## src/cgps_pkg.sv

```systemverilog
// Constants, register map and types of the power-up sequencer.
// Assumes a 25 MHz system clock and a 10 MHz internal timing oscillator.
`default_nettype none

package cgps_pkg;

  // ----------------------------------------------------------------
  // Clock rates
  // ----------------------------------------------------------------
  localparam int unsigned SYS_KHZ = 25000;
  localparam int unsigned OSC_KHZ = 10000;
  localparam int unsigned OSC_TICKS_PER_US = OSC_KHZ / 1000;

  // ----------------------------------------------------------------
  // Bus and register indices
  // ----------------------------------------------------------------
  localparam int ADDR_W = 12;
  localparam int DATA_W = 32;
  localparam int CNT_W  = 32;
  localparam logic [ADDR_W-1:0] IDX_CTRL   = 12'h00C;
  localparam logic [ADDR_W-1:0] IDX_WAIT   = 12'h077;
  localparam logic [ADDR_W-1:0] IDX_SEQCFG = 12'h078;
  localparam logic [ADDR_W-1:0] IDX_STATUS = 12'h079;

  // ----------------------------------------------------------------
  // Field layouts
  // ----------------------------------------------------------------
  localparam int CTRL_SOFTRST_BIT = 7;
  localparam int SEL_W            = 2;
  localparam int WAIT_W           = 4;
  localparam int WAIT_CAL_LSB     = 2;
  localparam int WAIT_VCO_LSB     = 0;
  localparam int SEQ_W            = 3;
  localparam int SEQ_XTAL_BIT     = 0;
  localparam int SEQ_PINA_BIT     = 1;
  localparam int SEQ_PINB_BIT     = 2;
  localparam int STATE_W          = 3;
  localparam int STAT_OE_BIT      = 3;
  localparam int STAT_LOL_BIT     = 4;
  localparam int STAT_DIS_BIT     = 5;
  localparam int STRAP_W          = 7;
  localparam int STRAP_WAIT_LSB   = 0;
  localparam int STRAP_SEQ_LSB    = 4;
  localparam int SYNC_W           = 5;

  // ----------------------------------------------------------------
  // Reset values
  // ----------------------------------------------------------------
  localparam logic [WAIT_W-1:0] WAIT_RST = 4'h5;
  localparam logic [SEQ_W-1:0]  SEQ_RST  = 3'h2;

  // ----------------------------------------------------------------
  // Wait durations per select code, microseconds
  // ----------------------------------------------------------------
  localparam int unsigned CAL_US0 = 30;
  localparam int unsigned CAL_US1 = 300;
  localparam int unsigned CAL_US2 = 30000;
  localparam int unsigned CAL_US3 = 300000;
  localparam int unsigned VCO_US0 = 20;
  localparam int unsigned VCO_US1 = 200;
  localparam int unsigned VCO_US2 = 20000;
  localparam int unsigned VCO_US3 = 200000;

  typedef enum logic [STATE_W-1:0] {
    ST_OFF, ST_POR, ST_XO, ST_CAL, ST_VCO, ST_RUN
  } cgps_state_t;

endpackage : cgps_pkg

`default_nettype wire

```

## src/cgps_timer_if.sv

```systemverilog
// Start/done handshake between sequencer and wait timer.
// Assumes both ends on the same clock.
`timescale 1ns/1ps
`default_nettype none

interface cgps_timer_if;
  logic                     start;
  logic [cgps_pkg::CNT_W-1:0] ticks;
  logic                     done;
  modport seq (output start, output ticks, input done);
  modport tmr (input start, input ticks, output done);
endinterface : cgps_timer_if

`default_nettype wire

```

## src/cgps_sequencer.sv

```systemverilog
// Power-up / power-down sequencer of a single-PLL clock generator.
// Assumes APB master on clk; all pin inputs are asynchronous.
//
// Function
// - Hold in reset until core and output supply monitors both report good.
// - With crystal selected, wait for amplitude detector before calibration.
// - Calibration wait counts 10 MHz ticks, length chosen by wait bits 3:2.
// - VCO wait follows, counting 10 MHz ticks, length from wait bits 1:0.
// - Clock outputs turn on right after the VCO wait, not waiting for lock.
// - Routed lock-lost indicator drops at the first phase-detector rising edge after lock.
// - Enable pin low powers everything down and reports device disabled.
// - Enable rising starts power-on sequence, registers loaded from strap pins.
// - Register writes ignored, reads answered with zero data and no error while enable pin is low.
// - After power-on release, start sequencing counters, then calibrate.
// - Soft-reset bit write reruns the full power-on sequence.
//
// Added by the designer: the APB slave port and the address map.
`timescale 1ns/1ps
`default_nettype none

module cgps_sequencer #(
  parameter int unsigned CAL_TICKS0 = cgps_pkg::CAL_US0 * cgps_pkg::OSC_TICKS_PER_US,
  parameter int unsigned CAL_TICKS1 = cgps_pkg::CAL_US1 * cgps_pkg::OSC_TICKS_PER_US,
  parameter int unsigned CAL_TICKS2 = cgps_pkg::CAL_US2 * cgps_pkg::OSC_TICKS_PER_US,
  parameter int unsigned CAL_TICKS3 = cgps_pkg::CAL_US3 * cgps_pkg::OSC_TICKS_PER_US,
  parameter int unsigned VCO_TICKS0 = cgps_pkg::VCO_US0 * cgps_pkg::OSC_TICKS_PER_US,
  parameter int unsigned VCO_TICKS1 = cgps_pkg::VCO_US1 * cgps_pkg::OSC_TICKS_PER_US,
  parameter int unsigned VCO_TICKS2 = cgps_pkg::VCO_US2 * cgps_pkg::OSC_TICKS_PER_US,
  parameter int unsigned VCO_TICKS3 = cgps_pkg::VCO_US3 * cgps_pkg::OSC_TICKS_PER_US
) (
  input  wire logic                          clk,
  input  wire logic                          sys_rst,
  input  wire logic                          ce,
  input  wire logic                          psel,
  input  wire logic                          penable,
  input  wire logic                          pwrite,
  input  wire logic [cgps_pkg::ADDR_W-1:0]   paddr,
  input  wire logic [cgps_pkg::DATA_W-1:0]   pwdata,
  output logic      [cgps_pkg::DATA_W-1:0]   prdata,
  output logic                               pready,
  output logic                               pslverr,
  input  wire logic                          chipDisableN,
  input  wire logic                          coreSupplyOk,
  input  wire logic                          outSupplyOk,
  input  wire logic                          xtalAmpOk,
  input  wire logic                          pllLocked,
  input  wire logic                          pfdClk,
  input  wire logic [cgps_pkg::STRAP_W-1:0]  cfgStrap,
  output logic                               clkOutEnable,
  output logic                               indicatorPinA,
  output logic                               indicatorPinB,
  output logic                               deviceDisabled
);

  if (CAL_TICKS0 < 1 || CAL_TICKS1 < 1 || CAL_TICKS2 < 1 || CAL_TICKS3 < 1 ||
      VCO_TICKS0 < 1 || VCO_TICKS1 < 1 || VCO_TICKS2 < 1 || VCO_TICKS3 < 1) begin : g_chk
    $error("cgps_sequencer: every wait needs at least one tick");
  end

  // ----------------------------------------------------------------
  // Helpers
  // ----------------------------------------------------------------
  function automatic logic regHit(input logic [cgps_pkg::ADDR_W-1:0] addr,
                                  input logic [cgps_pkg::ADDR_W-1:0] idx);
    regHit = (addr == {idx[cgps_pkg::ADDR_W-3:0], 2'h0});
  endfunction : regHit

  function automatic logic [cgps_pkg::CNT_W-1:0] pickTicks(
      input logic [cgps_pkg::SEL_W-1:0] sel,
      input int unsigned t0, input int unsigned t1,
      input int unsigned t2, input int unsigned t3);
    case (sel)
      2'h0:    pickTicks = cgps_pkg::CNT_W'(t0);
      2'h1:    pickTicks = cgps_pkg::CNT_W'(t1);
      2'h2:    pickTicks = cgps_pkg::CNT_W'(t2);
      default: pickTicks = cgps_pkg::CNT_W'(t3);
    endcase
  endfunction : pickTicks

  // ----------------------------------------------------------------
  // State
  // ----------------------------------------------------------------
  localparam int EN_B   = 0;
  localparam int CORE_B = 1;
  localparam int OUT_B  = 2;
  localparam int XTAL_B = 3;
  localparam int LOCK_B = 4;

  logic [cgps_pkg::SYNC_W-1:0]  pinSync1_r, pinSync1_nxt;
  logic [cgps_pkg::SYNC_W-1:0]  pinSync2_r, pinSync2_nxt;
  logic [cgps_pkg::STRAP_W-1:0] strapSync1_r, strapSync1_nxt;
  logic [cgps_pkg::STRAP_W-1:0] strapSync2_r, strapSync2_nxt;
  logic                         pfdSync1_r, pfdSync1_nxt;
  logic                         pfdSync2_r, pfdSync2_nxt;
  logic                         pfdSync3_r, pfdSync3_nxt;

  cgps_pkg::cgps_state_t        state_r, state_nxt;
  logic [cgps_pkg::WAIT_W-1:0]  waitCfg_r, waitCfg_nxt;
  logic [cgps_pkg::SEQ_W-1:0]   seqCfg_r, seqCfg_nxt;
  logic                         lockLostFlag_r, lockLostFlag_nxt;
  logic                         clkOutEnable_r, clkOutEnable_nxt;
  logic                         indicatorPinA_r, indicatorPinA_nxt;
  logic                         indicatorPinB_r, indicatorPinB_nxt;
  logic                         deviceDisabled_r, deviceDisabled_nxt;
  logic [cgps_pkg::DATA_W-1:0]  prdata_r, prdata_nxt;
  logic                         pready_r, pready_nxt;
  logic                         pslverr_r, pslverr_nxt;

  logic                         enabled;
  logic                         powerOk;
  logic                         pfdEdge;
  logic                         apbSetup;
  logic                         apbWrite;
  logic                         mapped;
  logic                         softRst;
  logic [cgps_pkg::DATA_W-1:0]  readData;

  cgps_timer_if tif ();

  cgps_wait_timer #(
    .ACC_W (16)
  ) u_timer (
    .clk     (clk),
    .sys_rst (sys_rst),
    .ce      (ce),
    .tif     (tif.tmr)
  );

  // ----------------------------------------------------------------
  // Next-state logic
  // ----------------------------------------------------------------
  always_comb begin
    pinSync1_nxt   = {pllLocked, xtalAmpOk, outSupplyOk, coreSupplyOk, chipDisableN};
    pinSync2_nxt   = pinSync1_r;
    strapSync1_nxt = cfgStrap;
    strapSync2_nxt = strapSync1_r;
    pfdSync1_nxt   = pfdClk;
    pfdSync2_nxt   = pfdSync1_r;
    pfdSync3_nxt   = pfdSync2_r;

    enabled  = pinSync2_r[EN_B];
    powerOk  = enabled && pinSync2_r[CORE_B] && pinSync2_r[OUT_B];
    pfdEdge  = pfdSync2_r && !pfdSync3_r;

    apbSetup = psel && !penable;
    apbWrite = psel && penable && pready_r && pwrite && enabled;
    mapped   = regHit(paddr, cgps_pkg::IDX_CTRL) || regHit(paddr, cgps_pkg::IDX_WAIT) ||
               regHit(paddr, cgps_pkg::IDX_SEQCFG) || regHit(paddr, cgps_pkg::IDX_STATUS);
    softRst  = apbWrite && regHit(paddr, cgps_pkg::IDX_CTRL) &&
               pwdata[cgps_pkg::CTRL_SOFTRST_BIT];

    readData = '0;
    if (regHit(paddr, cgps_pkg::IDX_WAIT)) begin
      readData[cgps_pkg::WAIT_W-1:0] = waitCfg_r;
    end else if (regHit(paddr, cgps_pkg::IDX_SEQCFG)) begin
      readData[cgps_pkg::SEQ_W-1:0] = seqCfg_r;
    end else if (regHit(paddr, cgps_pkg::IDX_STATUS)) begin
      readData[cgps_pkg::STATE_W-1:0]     = state_r;
      readData[cgps_pkg::STAT_OE_BIT]  = clkOutEnable_r;
      readData[cgps_pkg::STAT_LOL_BIT] = lockLostFlag_r;
      readData[cgps_pkg::STAT_DIS_BIT] = deviceDisabled_r;
    end

    // Register writes
    waitCfg_nxt = waitCfg_r;
    seqCfg_nxt  = seqCfg_r;
    if (apbWrite && regHit(paddr, cgps_pkg::IDX_WAIT)) begin
      waitCfg_nxt = pwdata[cgps_pkg::WAIT_W-1:0];
    end
    if (apbWrite && regHit(paddr, cgps_pkg::IDX_SEQCFG)) begin
      seqCfg_nxt = pwdata[cgps_pkg::SEQ_W-1:0];
    end

    // Sequencer
    state_nxt = state_r;
    tif.start = 1'b0;
    tif.ticks = pickTicks(waitCfg_r[cgps_pkg::WAIT_CAL_LSB +: cgps_pkg::SEL_W],
                          CAL_TICKS0, CAL_TICKS1, CAL_TICKS2, CAL_TICKS3);
    if (!powerOk) begin
      state_nxt = cgps_pkg::ST_OFF;
    end else if (softRst) begin
      state_nxt = cgps_pkg::ST_POR;
    end else begin
      case (state_r)
        cgps_pkg::ST_OFF: begin
          state_nxt = cgps_pkg::ST_POR;
        end
        cgps_pkg::ST_POR: begin
          waitCfg_nxt = strapSync2_r[cgps_pkg::STRAP_WAIT_LSB +: cgps_pkg::WAIT_W];
          seqCfg_nxt  = strapSync2_r[cgps_pkg::STRAP_SEQ_LSB +: cgps_pkg::SEQ_W];
          state_nxt   = cgps_pkg::ST_XO;
        end
        cgps_pkg::ST_XO: begin
          if (!seqCfg_r[cgps_pkg::SEQ_XTAL_BIT] || pinSync2_r[XTAL_B]) begin
            tif.start = 1'b1;
            state_nxt = cgps_pkg::ST_CAL;
          end
        end
        cgps_pkg::ST_CAL: begin
          if (tif.done) begin
            tif.start = 1'b1;
            tif.ticks = pickTicks(waitCfg_r[cgps_pkg::WAIT_VCO_LSB +: cgps_pkg::SEL_W],
                                  VCO_TICKS0, VCO_TICKS1, VCO_TICKS2, VCO_TICKS3);
            state_nxt = cgps_pkg::ST_VCO;
          end
        end
        cgps_pkg::ST_VCO: begin
          if (tif.done) begin
            state_nxt = cgps_pkg::ST_RUN;
          end
        end
        cgps_pkg::ST_RUN: begin
          state_nxt = cgps_pkg::ST_RUN;
        end
        default: begin
          state_nxt = cgps_pkg::ST_OFF;
        end
      endcase
    end

    clkOutEnable_nxt   = (state_nxt == cgps_pkg::ST_RUN);
    deviceDisabled_nxt = !enabled;

    lockLostFlag_nxt = lockLostFlag_r;
    if (state_nxt != cgps_pkg::ST_RUN || !pinSync2_r[LOCK_B]) begin
      lockLostFlag_nxt = 1'b1;
    end else if (pfdEdge) begin
      lockLostFlag_nxt = 1'b0;
    end
    indicatorPinA_nxt = seqCfg_nxt[cgps_pkg::SEQ_PINA_BIT] && lockLostFlag_nxt;
    indicatorPinB_nxt = seqCfg_nxt[cgps_pkg::SEQ_PINB_BIT] && lockLostFlag_nxt;

    // APB answer, one access cycle
    pready_nxt  = apbSetup;
    prdata_nxt  = prdata_r;
    pslverr_nxt = 1'b0;
    if (apbSetup) begin
      prdata_nxt  = enabled ? readData : '0;
      pslverr_nxt = enabled && !mapped;
    end
  end

  // ----------------------------------------------------------------
  // Registers
  // ----------------------------------------------------------------
  always_ff @(posedge clk) begin
    if (sys_rst) begin
      pinSync1_r       <= '0;
      pinSync2_r       <= '0;
      strapSync1_r     <= '0;
      strapSync2_r     <= '0;
      pfdSync1_r       <= 1'b0;
      pfdSync2_r       <= 1'b0;
      pfdSync3_r       <= 1'b0;
      state_r          <= cgps_pkg::ST_OFF;
      waitCfg_r        <= cgps_pkg::WAIT_RST;
      seqCfg_r         <= cgps_pkg::SEQ_RST;
      lockLostFlag_r   <= 1'b1;
      clkOutEnable_r   <= 1'b0;
      indicatorPinA_r  <= 1'b0;
      indicatorPinB_r  <= 1'b0;
      deviceDisabled_r <= 1'b1;
      prdata_r         <= '0;
      pready_r         <= 1'b0;
      pslverr_r        <= 1'b0;
    end else if (ce) begin
      pinSync1_r       <= pinSync1_nxt;
      pinSync2_r       <= pinSync2_nxt;
      strapSync1_r     <= strapSync1_nxt;
      strapSync2_r     <= strapSync2_nxt;
      pfdSync1_r       <= pfdSync1_nxt;
      pfdSync2_r       <= pfdSync2_nxt;
      pfdSync3_r       <= pfdSync3_nxt;
      state_r          <= state_nxt;
      waitCfg_r        <= waitCfg_nxt;
      seqCfg_r         <= seqCfg_nxt;
      lockLostFlag_r   <= lockLostFlag_nxt;
      clkOutEnable_r   <= clkOutEnable_nxt;
      indicatorPinA_r  <= indicatorPinA_nxt;
      indicatorPinB_r  <= indicatorPinB_nxt;
      deviceDisabled_r <= deviceDisabled_nxt;
      prdata_r         <= prdata_nxt;
      pready_r         <= pready_nxt;
      pslverr_r        <= pslverr_nxt;
    end
  end

  assign prdata         = prdata_r;
  assign pready         = pready_r;
  assign pslverr        = pslverr_r;
  assign clkOutEnable   = clkOutEnable_r;
  assign indicatorPinA  = indicatorPinA_r;
  assign indicatorPinB  = indicatorPinB_r;
  assign deviceDisabled = deviceDisabled_r;

endmodule : cgps_sequencer

`default_nettype wire

```

## src/cgps_wait_timer.sv

```systemverilog
// Wait timer counting ticks of the internal 10 MHz oscillator.
// Assumes a synchronous high reset and a clock enable from the top.
`timescale 1ns/1ps
`default_nettype none

module cgps_wait_timer #(
  parameter int ACC_W = 16
) (
  input  wire logic clk,
  input  wire logic sys_rst,
  input  wire logic ce,
  cgps_timer_if.tmr tif
);

  if (ACC_W < 16) begin : g_chk
    $error("cgps_wait_timer: ACC_W too small for oscillator ratio");
  end

  localparam logic [ACC_W-1:0] OSC_STEP = ACC_W'(cgps_pkg::OSC_KHZ);
  localparam logic [ACC_W-1:0] SYS_MOD  = ACC_W'(cgps_pkg::SYS_KHZ);

  logic [ACC_W-1:0]           acc_r, acc_nxt;
  logic [cgps_pkg::CNT_W-1:0] cnt_r, cnt_nxt;
  logic                       busy_r, busy_nxt;
  logic                       done_r, done_nxt;
  logic                       oscTick;

  // ----------------------------------------------------------------
  // Oscillator tick and countdown
  // ----------------------------------------------------------------
  always_comb begin
    acc_nxt  = acc_r + OSC_STEP;
    oscTick  = 1'b0;
    if (acc_nxt >= SYS_MOD) begin
      acc_nxt = acc_nxt - SYS_MOD;
      oscTick = 1'b1;
    end
    cnt_nxt  = cnt_r;
    busy_nxt = busy_r;
    done_nxt = done_r;
    if (tif.start) begin
      cnt_nxt  = tif.ticks;
      busy_nxt = 1'b1;
      done_nxt = 1'b0;
    end else if (busy_r && oscTick) begin
      if (cnt_r <= 32'h0000_0001) begin
        busy_nxt = 1'b0;
        done_nxt = 1'b1;
      end else begin
        cnt_nxt = cnt_r - 32'h0000_0001;
      end
    end
  end

  always_ff @(posedge clk) begin
    if (sys_rst) begin
      acc_r  <= '0;
      cnt_r  <= '0;
      busy_r <= 1'b0;
      done_r <= 1'b0;
    end else if (ce) begin
      acc_r  <= acc_nxt;
      cnt_r  <= cnt_nxt;
      busy_r <= busy_nxt;
      done_r <= done_nxt;
    end
  end

  assign tif.done = done_r;

endmodule : cgps_wait_timer

`default_nettype wire

```

## config.mk

```make
export PLATFORM = sky130hd
export DESIGN_NAME = cgps_sequencer
export DESIGN_NICKNAME = d
export VERILOG_FILES = /design/src/cgps_pkg.sv /design/src/cgps_timer_if.sv /design/src/cgps_sequencer.sv /design/src/cgps_wait_timer.sv
export SDC_FILE = /design/constraint.sdc
export NUM_CORES = 1
export LEC_CHECK = 0
export BUFFER_PORTS_ARGS = -buffer_cell sky130_fd_sc_hd__buf_4
export CORE_ASPECT_RATIO = 1.1
export CORE_UTILIZATION = 57
export CTS_CLUSTER_SIZE = 40
export DETAILED_ROUTE_END_ITERATION = 10
export PLACE_DENSITY = 0.92
export SLEW_MARGIN = 20
export SYNTH_ARGS = -nofsm -noshare
export SYNTH_HDL_FRONTEND = slang
export SYNTH_SLANG_ARGS = --single-unit
```

## constraint.sdc

```tcl
create_clock -name clk -period 4.1 [get_ports clk]
set_clock_uncertainty 0.05 [all_clocks]
set_input_delay 0.82 -clock clk [delete_from_list [all_inputs] [get_ports clk]]
set_output_delay 0.82 -clock clk [all_outputs]
set_load 0.02 [all_outputs]
```

==> results.md, run 1 <==
- Multi-input combinational cell area: 3760 um^2
- Total die area: 11,100 um^2
- Max-Slew Margin vs Limit: 36.3%
- Initial antenna violation count: 0
- Register-to-register path setup slack: 0.51 ns
- Depth of the most critical reg-to-reg path: 8
- Hold WC Path Type: flip-flop to flip-flop
- Max Freq: 279 MHz
- Maximum clock path buffer count: 2
- RSZ-0062 raised after global routing: false
- Synth top area cells: dfxtp_1 (32%), nor2_1 (6.3%), mux2i_1 (5.9%)
- VDD IR max: 0.248 mV
- Crit Reg-Reg Endpoint: u_timer.cnt_r[4]
- Clock tree from TritonCTS: yes
- DRT iter0 DRCs: 546
- Final count of hold timing violations: 0
- Clock net sink count: 97
- DP Wirelength: 10.6 mm
- Share of post-route cells with drive strength above 1: 13.3%
- Top cell type's share of synthesized area: 31.8%
- Top cell type by total area after synthesis: dfxtp_1
- Power per standard cell area: 326 nW/um^2
- Number of global-route vias before repair: 5,448
- Combinational Power Share: 15.2%
- Most frequent cells after synthesis: nor2_1 (103), dfxtp_1 (97), a21oi_1 (52)
- Fraction of the cycle the final worst path needs: 87.6%
- Latest clock arrival within the worst-skew pair: 0.35 ns
- Outcome: completed
- Number of hold-repair buffers added at the cts stage: 0
- Beginning of the worst hold path: u_timer.cnt_r[28]
- Cell with the most instances after synthesis: nor2_1
- Average footprint of a synthesized cell: 8.00 um^2
- Finish-stage setup viols: 0
- Num CTS Buffers: 9
- Net switching power: 0.660 mW
- Cell leakage power: 2.71 nW
- Count of antenna-violating nets left after detailed routing: 0
- Mapped Cells: 762
- Final-layout fill cell count: 842
- Startpoint Class: flip-flop
- Part of the power in the clock network: 38.2%
- DIE HEIGHT: 110 um
- Transition time at the pin with the least slew margin: 0.948 ns
- Data required time of the worst path: 4.30 ns
- Netlist Area Pre-Place: 6100 um^2
- Number of iterations in the first detailed-routing pass: 6
- Maximum number of pins on one net before global-route repair: 42
- GRT Overall Usage: 28.6%
- Max-Cap Viols: 0
- Share of synthesized area occupied by flip-flops and latches: 31.8%
- Share of async-settable or async-resettable flops after synthesis: 0%
- First-pass GRT wire length: 25.7 mm
- Nets: 859
- Horizontal die dimension: 101 um
- Number of rows in the core area: 39
- Initial standard-cell utilization of the core: 58.7%
- Sum of overflow across all layers after global routing: 0
- Classification of the worst setup path: flip-flop to flip-flop
- Gp weighted congestion: 0.912
- Setup TNS: 0 ns
- Antenna diode count: 0
- Clock slew seen by the registers of the worst setup and hold paths: 0.08 ns
- Arrival time of the worst setup path: 3.79 ns
- Number of top-level design ports: 101
- Hold endpoint: u_timer.cnt_r[28]
- Avg WL per Cell: 16.7 um
- Number of input and output port buffers inserted: 47
- Cell area after layout: 6700 um^2
- Final Max Slew Viols: 0
- Worst hold stages: 2
- Total length of routed wires: 15.5 mm
- Primary flip-flop cell chosen by synthesis mapping: dfxtp_1
- Area added between synthesis and finish: 9.89%
- Time the final worst path needs with I/O delays and setup: 3.59 ns
- Kind of end point of the critical path: flip-flop
- Placed cell areas: 6420 um^2
- Root buffer cell: clkbuf_16
- Overall via count from detail_route: 6,022
- Net Sw Frac: 30.2%
- Placed cells: 915
- EDFF count, synth: 0
- Library cells used by synthesis: 83
- Smallest hold slack: 0.433 ns
- Number of cells in the finished layout apart from fillers: 931
- Cts repair resizes: 0
- Maximum level of the CTS H-tree: 3
- R2r startpoint: u_timer.acc_r[4]
- Core ar.: 10,400 um^2
- Internal power: 1.53 mW
- Part of the total power dissipated in sequential elements: 46.6%
- Number of storage elements in the synthesis netlist: 97
- Sequential cell area in the final layout: 1940 um^2
- Average via count per standard cell: 6.47
- Highest fanout seen on the critical path: 10
- Post CTS Setup Buffer Count: 0
- Yosys Warn Count: 0
- DR DRC count: 0
[final cells by class]
type / instances / area share, %
multi-input combinational: 592 / 56.0
timing repair buffer: 61 / 6.83
sequential: 97 / 29.0
clock inverter: 7 / 0.878
tap: 143 / 2.67
inverter: 22 / 1.23
clock buffer: 9 / 3.36
[per-layer routing]
layer,track usage (%),up-vias,part of all wire [%]
met4,15.3,0,4.0
met2,45.4,366,46
li1,-,2829,-
met3,5.44,73,9.2
met5,0,-,0
met1,36.3,2754,41
[critical path, stage by stage (launching register included)]
cell and delay, ns:
dfxtp_1 0.57, ha_1 0.38, and3_1 0.29, nor2_1 0.11, a221oi_1 0.55, or4_1 0.35, nand4_1 0.31, or4b_1 0.61
a32o_1 0.27
[metrics by stage]
step                      util, %  setup WS (ns)  power (mW)
after CTS                    64.5          0.555        2.18
final                        64.5          0.509        2.19
after floorplan                 -           1.15        1.29
after detailed placement     61.7          0.581        1.36
after global routing         64.5          0.249        2.27
after global placement       61.7          0.694        1.35
[state kept, by name (all words and copies together) (netlist names), 3 cells and up]
signal         flops
pinSync1_r         5
pinSync2_r         5
prdata             6
seqCfg_r           3
state_r            3
strapSync1_r       7
strapSync2_r       7
u_timer.acc_r     13
u_timer.cnt_r     32
waitCfg_r          4
[kinds of logic (layout without fill, tap and decap cells)]
logic type      count (synthesis)  in the layout  synth area share, %
simple gates                  298            298                 25.1
buf+inv                        98             99                 8.10
other cells                     1             26               0.0615
mux                            43             43                 7.20
xor+xnor                       13             13                 1.99
flops                          97             97                 31.8
compound gates                199            199                 23.1
fa+ha+maj                      13             13                 2.67
[placed cells by master (no fill, tap or decap), drive strengths merged, types with 3 or more instances in the layout]
cell type | synthesis | layout
nor3b | 4 | 4
a221oi | 7 | 7
clkbuf | 33 | 9
nor4 | 14 | 14
mux2i | 36 | 36
o41ai | 5 | 5
or2 | 4 | 4
o32ai | 6 | 6
o211ai | 8 | 8
nor3 | 23 | 23
nand4 | 7 | 7
nand2b | 6 | 6
nand2 | 49 | 49
o31ai | 14 | 14
dfxtp | 97 | 97
and3 | 7 | 7
o21ai | 27 | 27
o311ai | 13 | 13
a311oi | 3 | 3
nand3 | 24 | 24
buf | 43 | 61
a21oi | 52 | 52
and2 | 3 | 3
ha | 13 | 13
nor2 | 104 | 104
inv | 22 | 26
a31oi | 17 | 17
xor2 | 6 | 6
mux2 | 7 | 7
conb | 1 | 26
a22oi | 13 | 13
or4 | 16 | 16
nor2b | 9 | 9
xnor2 | 7 | 7
and4 | 3 | 3
a211oi | 9 | 9
or3 | 16 | 16
[worst max-delay path by stage]
stage | startpoint | end | slack, ns
6_report | u_timer.acc_r[4] | u_timer.cnt_r[4] | 0.51
5_1_grt | u_timer.acc_r[4] | u_timer.cnt_r[13] | 0.25
4_1_cts | u_timer.acc_r[4] | u_timer.cnt_r[13] | 0.55
3_5_place_dp | paddr[1] | u_timer.cnt_r[16] | 0.58
3_3_place_gp | u_timer.acc_r[4] | u_timer.cnt_r[13] | 0.69
2_1_floorplan | u_timer.acc_r[4] | u_timer.acc_r[13] | 1.15
[power groups by stage]
stage	sequential [mW]	clock [mW]	combinational, mW
2_1_floorplan	1.02	0	0.274
3_3_place_gp	1.04	0	0.315
3_5_place_dp	1.04	0	0.324
4_1_cts	1.02	0.839	0.326
5_1_grt	1.02	0.881	0.361
6_report	1.02	0.836	0.332
(Power assumes the default switching activity.)
==> inputs of run 2 (changes only) <==
--- a/config.mk
+++ b/config.mk
@@ -5,12 +5,13 @@
 export SDC_FILE = /design/constraint.sdc
 export NUM_CORES = 1
 export LEC_CHECK = 0
+export ABC_AREA = 1
 export BUFFER_PORTS_ARGS = -buffer_cell sky130_fd_sc_hd__buf_4
 export CORE_ASPECT_RATIO = 1.1
-export CORE_UTILIZATION = 57
+export CORE_UTILIZATION = 60
 export CTS_CLUSTER_SIZE = 40
 export DETAILED_ROUTE_END_ITERATION = 10
-export PLACE_DENSITY = 0.92
+export PLACE_DENSITY = 0.95
 export SLEW_MARGIN = 20
 export SYNTH_ARGS = -nofsm -noshare
 export SYNTH_HDL_FRONTEND = slang
==> constraint.sdc (replaced) <==
create_clock -name clk -period 4.54 [get_ports clk]
set_clock_uncertainty 0.05 [all_clocks]
set_input_delay 0.908 -clock clk [delete_from_list [all_inputs] [get_ports clk]]
set_output_delay 0.908 -clock clk [all_outputs]
set_load 0.02 [all_outputs]
==> run 2 against run 1 <==
Against the previous run: critical path depth is 5 higher; clock power is 28% lower; utilization grew 2.8 points; global-route usage increased by 0.42 points; cell count is 21% higher; sequential share of layout area is 0.059 points lower; synthesized cell count grew 28%; die area is 2.6% lower; critical path type is now input port to flip-flop; critical endpoint is now u_timer.cnt_r[26].
==> results.md, run 2 <==
- Overall via count from detail_route: 6,211
- Library cells used by synthesis: 43
- Synth top area cells: dfxtp_1 (31%), nand2_1 (12%), nor2_1 (9.8%)
- Arrival time of the worst setup path: 3.35 ns
- RSZ-0062 raised after global routing: false
- DRT iter0 DRCs: 364
- Fin util: 67.3%
- Outcome: completed
- Mapped Cells: 979
- First-pass GRT wire length: 25.5 mm
- Primary flip-flop cell chosen by synthesis mapping: dfxtp_1
- Number of iterations in the first detailed-routing pass: 5
- Number of hold-repair buffers added at the cts stage: 0
- GRT Overall Usage: 29.0%
- Final-layout fill cell count: 828
- Average footprint of a synthesized cell: 6.39 um^2
- Cell with the largest stage delay on the worst path: a31oi_4
- Most frequent cells in the layout: nand2_1 (196), nor2_1 (163), inv_1 (104)
- Share of async-settable or async-resettable flops after synthesis: 0%
- Total die area: 10,800 um^2
- Share of post-route cells with drive strength above 1: 10.3%
- Clock tree from TritonCTS: yes
- Clock slew seen by the registers of the worst setup and hold paths: 0.12 ns
- Root buffer cell: clkbuf_8
- Sum of overflow across all layers after global routing: 0
- Yosys Warn Count: 0
- CP Cell Sequence: buf_4 > inv_1 > nor2_1 > and3_1 > nand3_2 > nand2_1 > inv_1 > nand2_4 > a31oi_4 > buf_4 > nand3_1 > nand2_1 > nor2_1
- DR DRC count: 0
- Register bank with the most flops: u_timer.cnt_r
- Time the final worst path needs with I/O delays and setup: 3.11 ns
- VDD IR max: 0.309 mV
- WP buf/inv: 4
- Maximum number of pins on one net before global-route repair: 62
- Maximum clock path buffer count: 2
- Share of synthesized area occupied by flip-flops and latches: 31.1%
- Cell with the most instances after synthesis: nand2_1
- DP Wirelength: 10.1 mm
- Initial antenna violation count: 0
- Number of input and output port buffers inserted: 47
- Max-Slew Margin vs Limit: 27.0%
- Biggest regs: u_timer.cnt_r: 32 flops, u_timer.acc_r: 13 flops
- Latest clock arrival within the worst-skew pair: 0.39 ns
- Final count of hold timing violations: 0
- Slowest Stage Delay on Critical Path: 0.77 ns
- Highest fanout seen on the critical path: 35
- Nets: 1,079
- Maximum level of the CTS H-tree: 3
- Max-Cap Viols: 0
- Count of antenna-violating nets left after detailed routing: 0
- Largest register FFs: 32
- Cell leakage power: 3.27 nW
- Avg WL per Cell: 13.0 um
- Top cell type's share of synthesized area: 31.1%
- Max Freq: 321 MHz
- Leading cell type in the layout, fill and taps excluded: nand2_1
- EDFF count, synth: 0
- DIE HEIGHT: 109 um
- Antenna diode count: 0
- Area added between synthesis and finish: 7.40%
- Core ar.: 9980 um^2
- Post CTS Setup Buffer Count: 0
- Classification of the worst setup path: input port to flip-flop
- Horizontal die dimension: 99.3 um
- Number of rows in the core area: 38
- Kind of end point of the critical path: flip-flop
- Most frequent cells after synthesis: nand2_1 (196), nor2_1 (163), inv_1 (104)
- Average via count per standard cell: 5.51
- Number of top-level design ports: 101
- Number of global-route vias before repair: 5,635
- Cell family contributing the most delay on the critical path: simple AND/OR/NAND/NOR gates
- Final Max Slew Viols: 0
- Gp weighted congestion: 0.941
- Setup TNS: 0 ns
- Cts repair resizes: 0
- Clock net sink count: 97
- Startpoint Class: input port
- Total length of routed wires: 14.6 mm
- Number of storage elements in the synthesis netlist: 97
- Netlist Area Pre-Place: 6250 um^2
- Num CTS Buffers: 9
- Data required time of the worst path: 4.78 ns
- Top cell type by total area after synthesis: dfxtp_1
- Initial standard-cell utilization of the core: 62.6%
- Power per standard cell area: 276 nW/um^2
- Fraction of the cycle the final worst path needs: 68.5%
- Finish-stage setup viols: 0
- Transition time at the pin with the least slew margin: 1.09 ns
- Hold WC Path Type: flip-flop to flip-flop
[run 2: where the power goes]
part	internal (mW)	switching, mW
Clock	0.224	0.376
Sequential	0.889	0.0321
Combinational	0.113	0.218
[run 2: layer usage]
metal  global-route usage (%)  vias up  wire, um
met4                     11.7        0       336
li1                         -     3158         -
met2                     50.9      199      7210
met5                        0        -         0
met3                     5.26       38       763
met1                     35.1     2816      6310
[run 2: cell families after synthesis]
group,count (synthesis),synth area share (%)
DFF,97,31.1
xor gates and xnor gates,23,3.22
buffers and inverters,171,12.6
adders and majority gates,13,2.60
AOI/OAI and AO/OA,177,15.8
other,1,0.0600
and+or+nand+nor,497,34.6
[run 2: per-stage QoR]
stage / instances / hold WS (ns) / total power [mW] / setup slack [ns] / instance area (um^2)
after global routing: 1128 / 0.434 / 1.95 / 1.23 / 6720
after global placement: 1112 / 0.390 / 1.25 / 1.11 / 6500
after detailed placement: 1112 / 0.396 / 1.26 / 1.10 / 6500
after floorplan: 1004 / 0.384 / 1.20 / 2.01 / 6350
after CTS: 1128 / 0.413 / 1.85 / 1.51 / 6720
final: 1128 / 0.412 / 1.85 / 1.43 / 6720
[run 2: final cells by class]
type	instances	area (um^2)	area share, %
multi-input cells	736	3610	53.8
repair buffers	52	390	5.81
clock inverters	7	93.8	1.40
clock buffers	9	124	1.84
inverters	107	402	5.98
well taps	120	150	2.24
flip-flops and latches	97	1940	28.9
[run 2: worst paths after layout]
kind / slack [ns] / startpoint / cells after the start / endpoint
max reg2reg: 1.58 / u_timer.acc_r[4] / 14 / u_timer.cnt_r[10]
min reg2reg: 0.41 / pfdSync3_r / 2 / pfdSync3_r
max: 1.43 / penable / 13 / u_timer.cnt_r[26]
min: 0.41 / pfdSync3_r / 2 / pfdSync3_r
[run 2: tightest hold or removal path: cells and delay by family, from the launching register on]
| kind | cells | cell delay [ns] |
|---|---|---|
| AOI/OAI and AO/OA | 1 | 0.06 |
| buffers and inverters | 1 | 0.06 |
| DFF | 1 | 0.32 |
